<file path="src/hdl/atlc_pkg.sv">
// package: constants and types for the converter trigger and limit check block
package atlc_pkg;
    localparam int          CLK_MHZ            = 200;
    localparam int          PERIODIC_US        = 100;
    localparam int          PERIODIC_CYCLES    = PERIODIC_US * CLK_MHZ;
    localparam int          CONV_CYCLES        = 10;
    localparam int          PWMD_UNIT_CYCLES   = 8;
    localparam logic [7:0]  RESULT_RESET       = 8'h00;
    localparam logic [5:0]  LOWER_LIMIT_RESET  = 6'h00;
    localparam logic [5:0]  UPPER_LIMIT_RESET  = 6'h3f;
    localparam logic [1:0]  LOWER_EXT_BITS     = 2'h0;
    localparam logic [1:0]  UPPER_EXT_BITS     = 2'h3;
    localparam logic [7:0]  PWMD_RESET         = 8'h00;
    localparam logic [1:0]  GAIN_RESET         = 2'h0;
    localparam logic [1:0]  OFFSET_RESET       = 2'h0;

    typedef enum logic [1:0] {
        ATLC_TRIG_NONE,
        ATLC_TRIG_PERIODIC,
        ATLC_TRIG_PWM_RISE,
        ATLC_TRIG_PWM_FALL
    } atlc_src_t;

    typedef enum logic [1:0] {
        ATLC_IDLE,
        ATLC_CONVERT,
        ATLC_DONE
    } atlc_state_t;
endpackage : atlc_pkg

</file>
<file path="src/hdl/atlc_core.sv">
// module: converter trigger arbitration, result capture and limit check
`timescale 1ns/100ps
module atlc_core
(
    input  wire logic             clk_sys,
    input  wire logic             rst,
    input  wire logic [7:0]       sar_code,
    input  wire logic             analog_inputs_equal,
    output logic                  sample_strobe,
    input  wire logic             spi_start,
    input  wire logic             clear_status_command,
    input  wire logic             clear_limit_errors,
    input  wire logic             external_trigger_pin,
    input  wire logic             external_trigger_enable,
    input  wire logic             pwm_hard,
    input  wire logic             config_write_unlock,
    input  wire logic             config_write,
    input  wire atlc_pkg::atlc_src_t wr_trigger_source_select,
    input  wire logic [7:0]       wr_pwm_trigger_delay,
    input  wire logic             wr_current_source_enable,
    input  wire logic [1:0]       wr_gain_select,
    input  wire logic [1:0]       wr_offset_select,
    input  wire logic             wr_limit_fault_escalation,
    input  wire logic             limit_write,
    input  wire logic [5:0]       wr_lower_limit,
    input  wire logic [5:0]       wr_upper_limit,
    input  wire logic             primary_limit_fault_escalation,
    output logic [7:0]            conversion_result,
    output logic                  result_valid_flag,
    output logic                  busy,
    output logic                  under_limit_error,
    output logic                  over_limit_error,
    output logic                  limit_violation_status,
    output logic                  fault_notify_primary,
    output logic                  current_source_enable,
    output logic [1:0]            gain_select,
    output logic [1:0]            offset_select,
    output logic                  limit_fault_escalation,
    output atlc_pkg::atlc_src_t   trigger_source_select,
    output logic [7:0]            pwm_trigger_delay,
    output logic [5:0]            lower_limit,
    output logic [5:0]            upper_limit
);
    import atlc_pkg::*;

    atlc_state_t state;
    logic [7:0]  conv_count;
    logic [31:0] per_count;
    logic        ext_q;
    logic        per_trig;
    logic        pwm_trig;
    logic        any_trig;
    logic        accept;
    logic        done;
    logic [7:0]  lo_thr;
    logic [7:0]  hi_thr;
    logic        is_under;
    logic        is_over;

    function automatic logic [7:0] pad_limit(input logic [5:0] lim, input logic [1:0] ext);
        pad_limit = {lim, ext};
    endfunction : pad_limit

    // configuration, locked unless unlock bit is one
    always_ff @(posedge clk_sys) begin
        if (rst) begin
            trigger_source_select  <= ATLC_TRIG_NONE;
            pwm_trigger_delay      <= PWMD_RESET;
            current_source_enable  <= 1'b0;
            gain_select            <= GAIN_RESET;
            offset_select          <= OFFSET_RESET;
            limit_fault_escalation <= 1'b0;
        end else if (config_write && config_write_unlock) begin
            trigger_source_select  <= wr_trigger_source_select;
            pwm_trigger_delay      <= wr_pwm_trigger_delay;
            current_source_enable  <= wr_current_source_enable;
            gain_select            <= wr_gain_select;
            offset_select          <= wr_offset_select;
            limit_fault_escalation <= wr_limit_fault_escalation;
        end
    end

    // reset limits span the whole code range, so no result can flag
    always_ff @(posedge clk_sys) begin
        if (rst) begin
            lower_limit <= LOWER_LIMIT_RESET;
            upper_limit <= UPPER_LIMIT_RESET;
        end else if (limit_write && config_write_unlock) begin
            lower_limit <= wr_lower_limit;
            upper_limit <= wr_upper_limit;
        end
    end

    // periodic source free-runs while selected
    always_ff @(posedge clk_sys) begin
        if (rst) begin
            per_count <= 32'h0;
            per_trig  <= 1'b0;
        end else begin
            per_trig <= 1'b0;
            if (trigger_source_select != ATLC_TRIG_PERIODIC) begin
                per_count <= 32'h0;
            end else if (per_count == 32'(PERIODIC_CYCLES - 1)) begin
                per_count <= 32'h0;
                per_trig  <= 1'b1;
            end else begin
                per_count <= per_count + 32'h1;
            end
        end
    end

    // no reset: tracking the pin through reset keeps a pin already high from faking an edge
    always_ff @(posedge clk_sys) begin
        ext_q <= external_trigger_pin;
    end

    atlc_pwm_delay u_pwm (
        .clk_sys           (clk_sys),
        .rst               (rst),
        .pwm_hard          (pwm_hard),
        .enable            (trigger_source_select == ATLC_TRIG_PWM_RISE ||
                            trigger_source_select == ATLC_TRIG_PWM_FALL),
        .falling           (trigger_source_select == ATLC_TRIG_PWM_FALL),
        .pwm_trigger_delay (pwm_trigger_delay),
        .trig              (pwm_trig)
    );

    always_comb begin
        any_trig = spi_start
                 || (external_trigger_enable && external_trigger_pin && !ext_q)
                 || per_trig || pwm_trig;
        accept = any_trig && (state == ATLC_IDLE);
        done   = (state == ATLC_CONVERT) && (conv_count == 8'h00);
        busy   = (state != ATLC_IDLE);
        sample_strobe = accept;
    end

    // conversion sequencer; triggers outside idle are simply dropped
    always_ff @(posedge clk_sys) begin
        if (rst) begin
            state      <= ATLC_IDLE;
            conv_count <= 8'h00;
        end else begin
            case (state)
                ATLC_IDLE: begin
                    if (accept) begin
                        state      <= ATLC_CONVERT;
                        conv_count <= 8'(CONV_CYCLES - 1);
                    end
                end
                ATLC_CONVERT: begin
                    if (done) begin
                        state <= ATLC_DONE;
                    end else begin
                        conv_count <= conv_count - 8'h01;
                    end
                end
                ATLC_DONE: state <= ATLC_IDLE;
                default: state <= ATLC_IDLE;
            endcase
        end
    end

    // result and valid flag update in the same cycle; set wins over clear
    always_ff @(posedge clk_sys) begin
        if (rst) begin
            conversion_result <= RESULT_RESET;
            result_valid_flag <= 1'b0;
        end else if (done) begin
            conversion_result <= analog_inputs_equal ? 8'h00 : sar_code;
            result_valid_flag <= 1'b1;
        end else if (clear_status_command) begin
            result_valid_flag <= 1'b0;
        end
    end

    always_comb begin
        lo_thr   = pad_limit(lower_limit, LOWER_EXT_BITS);
        hi_thr   = pad_limit(upper_limit, UPPER_EXT_BITS);
        is_under = (conversion_result < lo_thr) && (conversion_result < hi_thr);
        is_over  = (conversion_result > lo_thr) && (conversion_result > hi_thr);
    end

    // checked in the cycle after a new result lands
    always_ff @(posedge clk_sys) begin
        if (rst) begin
            under_limit_error <= 1'b0;
            over_limit_error  <= 1'b0;
        end else begin
            if (state == ATLC_DONE && is_under) begin
                under_limit_error <= 1'b1;
            end else if (clear_limit_errors) begin
                under_limit_error <= 1'b0;
            end
            if (state == ATLC_DONE && is_over) begin
                over_limit_error <= 1'b1;
            end else if (clear_limit_errors) begin
                over_limit_error <= 1'b0;
            end
        end
    end

    always_comb begin
        limit_violation_status = under_limit_error || over_limit_error;
        // state machine side of the notify pin lives elsewhere
        fault_notify_primary = limit_violation_status &&
                               (limit_fault_escalation || primary_limit_fault_escalation);
    end

    property p_busy_drops;
        @(posedge clk_sys) disable iff (rst)
        accept |=> (busy && !sample_strobe) [*8];
    endproperty
    a_busy_drops: assert property (p_busy_drops) else $error("trigger accepted while busy");

    property p_done_valid;
        @(posedge clk_sys) disable iff (rst)
        accept |-> ##(CONV_CYCLES) done ##1 result_valid_flag;
    endproperty
    a_done_valid: assert property (p_done_valid) else $error("valid not set after conversion");

    property p_valid_hold;
        @(posedge clk_sys) disable iff (rst)
        result_valid_flag && !clear_status_command |=> result_valid_flag;
    endproperty
    a_valid_hold: assert property (p_valid_hold) else $error("valid dropped without clear");

    property p_clear_valid;
        @(posedge clk_sys) disable iff (rst)
        clear_status_command && !done |=> !result_valid_flag;
    endproperty
    a_clear_valid: assert property (p_clear_valid) else $error("clear ignored");

    property p_zero_code;
        @(posedge clk_sys) disable iff (rst)
        done && analog_inputs_equal |=> conversion_result == 8'h00;
    endproperty
    a_zero_code: assert property (p_zero_code) else $error("equal inputs not zero");

    property p_under;
        @(posedge clk_sys) disable iff (rst)
        state == ATLC_DONE && conversion_result < {lower_limit, 2'h0}
            && conversion_result < {upper_limit, 2'h3} |=> under_limit_error;
    endproperty
    a_under: assert property (p_under) else $error("under flag missing");

    property p_over;
        @(posedge clk_sys) disable iff (rst)
        state == ATLC_DONE && conversion_result > {lower_limit, 2'h0}
            && conversion_result > {upper_limit, 2'h3} |=> over_limit_error;
    endproperty
    a_over: assert property (p_over) else $error("over flag missing");

    property p_locked;
        @(posedge clk_sys) disable iff (rst)
        !config_write_unlock |=> $stable(lower_limit) && $stable(upper_limit)
            && $stable(gain_select);
    endproperty
    a_locked: assert property (p_locked) else $error("locked write took effect");

    property p_ext_ignored;
        @(posedge clk_sys) disable iff (rst)
        !external_trigger_enable && !spi_start && !per_trig && !pwm_trig |-> !sample_strobe;
    endproperty
    a_ext_ignored: assert property (p_ext_ignored) else $error("disabled pin triggered");

    property p_notify;
        @(posedge clk_sys) disable iff (rst)
        limit_fault_escalation && limit_violation_status |-> fault_notify_primary;
    endproperty
    a_notify: assert property (p_notify) else $error("notify not asserted");

    property p_notify_quiet;
        @(posedge clk_sys) disable iff (rst)
        !limit_violation_status |-> !fault_notify_primary;
    endproperty
    a_notify_quiet: assert property (p_notify_quiet) else $error("notify without violation");
endmodule : atlc_core

</file>
<file path="src/hdl/atlc_pwm_delay.sv">
// module: pwm edge detect and programmable trigger delay
`timescale 1ns/100ps
module atlc_pwm_delay
(
    input  wire logic        clk_sys,
    input  wire logic        rst,
    input  wire logic        pwm_hard,
    input  wire logic        enable,
    input  wire logic        falling,
    input  wire logic [7:0]  pwm_trigger_delay,
    output logic             trig
);
    import atlc_pkg::*;
    logic        pwm_q;
    logic        armed;
    logic [15:0] count;
    logic        edge_seen;

    // the input is the hard on/off state, so plateau steps never look like edges
    always_comb begin
        edge_seen = enable && (falling ? (pwm_q && !pwm_hard) : (!pwm_q && pwm_hard));
    end

    always_ff @(posedge clk_sys) begin
        if (rst) begin
            pwm_q <= 1'b0;
        end else begin
            pwm_q <= pwm_hard;
        end
    end

    // a new edge restarts the wait; only the latest edge produces a trigger
    always_ff @(posedge clk_sys) begin
        if (rst) begin
            armed <= 1'b0;
            count <= 16'h0000;
            trig  <= 1'b0;
        end else begin
            trig <= 1'b0;
            if (edge_seen) begin
                armed <= 1'b1;
                count <= 16'(pwm_trigger_delay) * 16'(PWMD_UNIT_CYCLES);
            end else if (armed) begin
                if (count == 16'h0000) begin
                    armed <= 1'b0;
                    trig  <= 1'b1;
                end else begin
                    count <= count - 16'h0001;
                end
            end
        end
    end

    property p_pwm_delay;
        @(posedge clk_sys) disable iff (rst)
        (edge_seen && pwm_trigger_delay == 8'h00) ##1 !edge_seen |=> trig;
    endproperty
    a_pwm_delay: assert property (p_pwm_delay) else $error("pwm trigger missing");
endmodule : atlc_pwm_delay

</file>
<file path="config.mk">
export PLATFORM = sky130hd
export DESIGN_NAME = atlc_core
export DESIGN_NICKNAME = d
export VERILOG_FILES = /design/src/hdl/atlc_pkg.sv /design/src/hdl/atlc_core.sv /design/src/hdl/atlc_pwm_delay.sv
export SDC_FILE = /design/constraint.sdc
export NUM_CORES = 1
export LEC_CHECK = 0
export ABC_CLOCK_PERIOD_IN_PS = 6100
export BUFFER_PORTS_ARGS = -buffer_cell sky130_fd_sc_hd__buf_2
export CORE_UTILIZATION = 50
export DETAILED_ROUTE_END_ITERATION = 12
export PLACE_DENSITY = 0.71
export SLEW_MARGIN = 20
export SYNTH_ARGS = -nofsm -noshare
export SYNTH_HDL_FRONTEND = slang
export SYNTH_SLANG_ARGS = --single-unit
</file>
<file path="constraint.sdc">
create_clock -name clk_sys -period 6.1 [get_ports clk_sys]
set_input_delay 1.525 -clock clk_sys [delete_from_list [all_inputs] [get_ports clk_sys]]
set_output_delay 1.525 -clock clk_sys [all_outputs]
set_load 0.01 [all_outputs]
</file>
==> results of run 1 <==
[worst min-delay path by stage]
| stage | start | cells after the start | to | slack, ps |
|---|---|---|---|---|
| 2_1_floorplan | per_count[0] | 1 | per_count[0] | 430 |
| 3_3_place_gp | offset_select[0] | 2 | offset_select[0] | 440 |
| 3_5_place_dp | gain_select[1] | 2 | gain_select[1] | 440 |
| 4_1_cts | gain_select[1] | 2 | gain_select[1] | 460 |
| 5_1_grt | gain_select[1] | 2 | gain_select[1] | 480 |
| 6_report | gain_select[1] | 2 | gain_select[1] | 460 |
[area by class of cell]
cell class	instances	share of cell area, %
clock buffers	10	2.44
clock inverters	6	1.51
inverters	27	1.80
multi-input cells	422	47.0
flip-flops and latches	102	36.2
well taps	129	2.86
repair buffers	92	8.21
[registers in the layout, summed over array words and instances, names as in the netlist, 6 cells and up]
name	flops
conv_count	8
conversion_result	8
lower_limit	6
pwm_trigger_delay	8
upper_limit	6
per_count	32
u_pwm.count	16
[kinds of logic (layout without fill, tap and decap cells)]
| group | after synthesis | after routing |
|---|---|---|
| simple gates | 263 | 263 |
| mux | 1 | 1 |
| buf+inv | 52 | 135 |
| flops | 102 | 102 |
| fa+ha+maj | 16 | 16 |
| xor+xnor | 16 | 16 |
| compound gates | 126 | 126 |
[synth_stat cells (all sizes together) (3+ instances only)]
library cell  instances  area [sq um]
or3b                  3          26.3
o31ai                18           135
o211ai                4          30.0
a311oi                7          61.3
dfxtp               102          2040
a211oi                4          30.0
nand4                22           150
nand2b                4          25.0
ha                   16           200
or2                   4          25.0
nor3                 11          55.1
a21oi                57           289
and4                 10          88.8
xnor2                 8          70.1
or4                  21           169
inv                  27           101
or3                  11          68.8
xor2                  8          70.1
clkbuf               20          75.1
nor3b                 5          37.5
buf                   5          28.8
and2                  5          31.3
nand3b               10          75.1
nand3                21           105
a22o                  8          70.1
nand2                76           285
o21ai                13          65.1
nor2                 37           139
nor4                 14           124
and3                  4          26.3
[layer usage]
| layer | vias to the layer above | GRT usage (%) |
|---|---|---|
| met5 | - | 0 |
| li1 | 2271 | - |
| met1 | 2149 | 29.4 |
| met4 | 0 | 7.36 |
| met2 | 126 | 40.0 |
| met3 | 16 | 3.81 |
[worst reg2reg max path, cell delays in order (launching register included)]
cell and delay [ps]:
dfxtp_1 380, nor4_1 370, nand4_1 270, o31ai_4 520
buf_4 350, o21ba_2 190
[where the power goes]
group	switching, mW	total (mW)	internal [mW]	leakage [nW]
clock network	0.229	0.470	0.241	0.108
registers	0.0287	0.721	0.693	0.828
logic	0.118	0.205	0.0866	1.27
total	0.376	1.40	1.02	2.21
[per-stage QoR]
step / utilization [%] / cell area (sq um) / cells / setup WS [ps]
after floorplan: - / 4880 / 576 / 2690
after global placement: 58.0 / 5410 / 772 / 2270
after detailed placement: 58.0 / 5410 / 772 / 2220
after CTS: 60.4 / 5630 / 788 / 2220
after global routing: 60.4 / 5640 / 788 / 2150
final: 60.4 / 5640 / 788 / 2210
==> flow_metrics.py, run 1 <==
metrics = {
    "run_status": {
        "outcome": "finished clean",
    },
    "drt": {
        "antenna_left": 0,
        "dr.pass1.iters": 5,
        "drc": 0,
        "wl_met3_um": 558,
        "wl_met2_um": 5560,
        "routed_wl_um": 11400,
        "avgViaCountPerCell": 5.79,
        "dr.max_layer_used": "met4",
        "drt-met1-wl_um": 5120,
        "drt-initial-drc-count": 231,
        "via_count": 4562,
        "wire_per_inst_um": 14.5,
    },
    "finish": {
        "diodes": 0,
        "final_cell_mix": "dfxtp_1 (102), buf_2 (91), nand2_1 (76)",
        "seqCellArea_sq_um": 2040,
        "final_nets": 719,
        "area_growth_pct": 15.6,
        "multi_input_area_sq_um": 2650,
        "drive_gt1_share_pct": 19.9,
        "fillers": 851,
        "mostFrequentLayoutCell": "dfxtp_1",
    },
    "place": {
        "gp_congestion": 0.792,
        "hpwl_um": 8430,
        "io_buffers": 91,
    },
    "cts": {
        "post_cts_buffers": 0,
        "tritoncts": "built",
        "clock_sinks": 102,
        "cts_buffers": 9,
        "clk_latency_ps": 360,
        "ctsLongestPathBuffers": 2,
        "post_cts_resized": 0,
        "clk_pin_slew_ps": 90,
        "cts_hold_buffers": 0,
        "cts_root_buf": "clkbuf_8",
        "htreeDepth": 3,
    },
    "sta": {
        "worst_pin_slew_ps": 907,
        "fin_crit_ps": 3890,
        "setup_viol": 0,
        "final.period_utilization_pct": 63.7,
        "fin_setup_tns_ps": 0,
        "skew_ps": 11.2,
        "relSlewSlack_pct": 39.5,
        "grt_setup_unrepaired": "false",
        "maxSlewViolCount": 0,
        "fmax_mhz": 257,
        "fin_hold_ws_ps": 455,
        "final-hold-violation-count": 0,
    },
    "logic_synthesis": {
        "synth_edf_count": 0,
        "ys.flop_type": "dfxtp_1",
        "synth_nets": 641,
        "syn_area_sq_um": 4880,
        "yosys.area_share.adder_pct": 4.10,
        "ys_ff_latch": 102,
        "yosysWarnings": 0,
        "yosysUniqueCellTypes": 58,
        "synth-async-reset-ratio_pct": 0,
        "syn_area_per_cell_sq_um": 8.47,
        "synth_xor_area_share_pct": 2.87,
        "yosysSeqAreaShare_pct": 41.9,
        "synthCells": 576,
        "synth_top_family_by_area": "simple AND/OR/NAND/NOR gates",
        "synth_compound_area_share_pct": 16.6,
        "synth-simple-area-share_pct": 30.1,
        "synthMuxAreaShare_pct": 0.205,
    },
    "grt": {
        "grt_antenna_before_repair": 0,
        "grt.total_usage_pct": 23.1,
        "first_global_vias": 4143,
        "grt_pass1_wl_um": 18700,
        "grt_max_degree": 53,
        "grt_overflow": 0,
    },
    "setup_path": {
        "r2r_start": "per_count[13]",
        "path_buf_inv": 2,
        "reg2reg_to": "per_count[30]",
        "path_max_fanout": 3,
        "crit_path_start": "spi_start",
        "max_stage_delay_ps": 370,
        "cp.required_ps": 4580,
        "worstSetupPathType": "in2out",
        "start_kind": "input pin",
        "cp.arrival_ps": 2360,
        "path_cells": "buf_2, nor3_1, a21oi_1, buf_2",
        "reg2regPathDepth": 5,
        "endpoint": "sample_strobe",
        "cpMostUsedCell": "buf_2",
        "critPathSlowestCell": "nor3_1",
        "cp_top_family": "simple AND/OR/NAND/NOR gates",
        "rrSetupSlack_ps": 3920,
        "worstSetupPathDepth": 4,
        "critPathCaptureType": "output pin",
    },
    "power": {
        "power_density_nw_per_um2": 248,
        "leakage_nw": 2.21,
        "irDropWorstVdd_mv": 0.136,
        "p_total_mw": 1.40,
    },
    "floorplan": {
        "die_area_sq_um": 10200,
        "start_util_pct": 52.3,
        "core-area_sq_um": 9330,
        "num_io_pins": 92,
        "fp.dieW_um": 101,
        "die_h_um": 101,
        "row_count": 35,
    },
    "run": {
        "max_cap_viol_count": 0,
    },
    "worst_hold_path": {
        "hp-class": "reg2reg",
    },
}
(Power assumes the default switching activity.)
==> inputs of run 2 (changes only) <==
- ABC_CLOCK_PERIOD_IN_PS: 6100 -> 3350
- PLACE_DENSITY: 0.71 -> 0.74
- clock period: 6.1 -> 3.35 ns (I/O delays scaled with it)
==> flow_metrics.py, run 2 (same netlist as run 1, synthesis figures left out) <==
metrics = {
    "run_status": {
        "outcome": "finished clean",
    },
    "finish": {
        "final_cell_mix": "dfxtp_1 (102), buf_2 (91), nand2_1 (76)",
        "drive_gt1_share_pct": 20.0,
        "area_growth_pct": 16.0,
        "largest-register": "per_count",
        "diodes": 0,
        "largest_register_ffs": 32,
        "final_nets": 721,
        "mostFrequentLayoutCell": "dfxtp_1",
        "instances_no_fill": 790,
        "top_regs": "per_count x32, u_pwm.count x16",
    },
    "sta": {
        "final-hold-violation-count": 0,
        "grt_setup_unrepaired": "false",
        "fin_setup_tns_ps": 0,
        "maxSlewViolCount": 0,
        "worst_pin_slew_ps": 795,
        "fmax_mhz": 403,
        "fin_crit_ps": 2480,
        "setup_viol": 0,
        "relSlewSlack_pct": 46.6,
        "skew_ps": 14.1,
        "final.period_utilization_pct": 74.0,
    },
    "drt": {
        "dr.pass1.iters": 4,
        "routed_wl_um": 11500,
        "drt-initial-drc-count": 229,
        "wire_per_inst_um": 14.5,
        "avgViaCountPerCell": 5.74,
        "antenna_left": 0,
        "drc": 0,
        "via_count": 4534,
    },
    "cts": {
        "cts_hold_buffers": 0,
        "post_cts_buffers": 0,
        "clk_pin_slew_ps": 100,
        "post_cts_resized": 0,
        "tritoncts": "built",
        "cts_root_buf": "clkbuf_8",
        "clock_sinks": 102,
        "cts_buffers": 9,
        "htreeDepth": 3,
        "clk_latency_ps": 360,
        "ctsLongestPathBuffers": 2,
    },
    "floorplan": {
        "num_io_pins": 92,
        "core-area_sq_um": 9330,
        "start_util_pct": 52.3,
        "die_area_sq_um": 10200,
        "die_h_um": 101,
        "fp.dieW_um": 101,
        "row_count": 35,
    },
    "setup_path": {
        "critPathCaptureType": "output pin",
        "start_kind": "input pin",
        "cpMostUsedCell": "buf_2",
        "path_max_fanout": 3,
        "critPathSlowestCell": "nor3_1",
        "max_stage_delay_ps": 350,
        "cp_top_family": "simple AND/OR/NAND/NOR gates",
        "worstSetupPathType": "in2out",
        "crit_path_start": "spi_start",
        "r2r_start": "per_count[13]",
        "cp.required_ps": 2510,
        "path_buf_inv": 2,
        "path_cells": "buf_2, nor3_1, a21oi_1, buf_2",
        "cp.arrival_ps": 1640,
    },
    "power": {
        "irDropWorstVdd_mv": 0.273,
        "leakage_nw": 2.22,
        "power_density_nw_per_um2": 453,
    },
    "place": {
        "io_buffers": 91,
        "gp_congestion": 0.849,
        "hpwl_um": 8540,
        "dp_cells": 774,
    },
    "grt": {
        "grt_pass1_wl_um": 19200,
        "grt_antenna_before_repair": 0,
        "grt_overflow": 0,
        "first_global_vias": 4119,
        "grt.total_usage_pct": 23.5,
        "grt_max_degree": 29,
    },
    "worst_hold_path": {
        "hp-class": "reg2reg",
        "hp-start": "gain_select[0]",
    },
    "run": {
        "max_cap_viol_count": 0,
    },
}
[run 2: final cells by class]
| cell class | instances | area [sq um] |
|---|---|---|
| clock inverter | 7 | 106 |
| timing repair buffer | 94 | 478 |
| fill | 859 | 3670 |
| inverter | 27 | 101 |
| multi-input combinational | 422 | 2640 |
| sequential | 102 | 2040 |
| clock buffer | 9 | 124 |
| tap | 129 | 161 |
[run 2: metal layers]
layer	up-vias	GRT usage [%]	part of all wire, %
met5	-	0	0
met4	0	7.02	1.2
met3	12	3.54	5.4
met2	128	39.0	46
met1	2123	31.6	47
li1	2271	-	-
[run 2: per-stage QoR]
| step | power [mW] | utilization [%] | hold slack (ps) | cell area, sq um | worst slack, ps |
|---|---|---|---|---|---|
| global route | 2.69 | 60.6 | 494 | 5660 | 771 |
| floorplan | 1.59 | - | 426 | 4880 | 1310 |
| detailed placement | 1.72 | 58.2 | 449 | 5430 | 877 |
| global placement | 1.71 | 58.2 | 436 | 5430 | 913 |
| CTS | 2.59 | 60.6 | 463 | 5660 | 873 |
| finish | 2.56 | 60.6 | 459 | 5660 | 870 |
[run 2: path summary, 6_finish.rpt]
kind,to,depth (start not counted),slack [ps]
hold reg to reg,gain_select[0],2,460
setup / recovery,sample_strobe,4,870
hold / removal,gain_select[0],2,460
setup reg to reg,per_count[5],5,1180
[run 2: where the power goes]
part | total, mW | internal [mW] | switching (mW)
Combinational | 0.376 | 0.158 | 0.217
Clock | 0.871 | 0.433 | 0.438
Sequential | 1.32 | 1.26 | 0.0539
[run 2: worst min-delay path: stages, from the launching register on]
cell,delay (ps)
dfxtp_1,320
nand2_1,50
a21oi_1,50
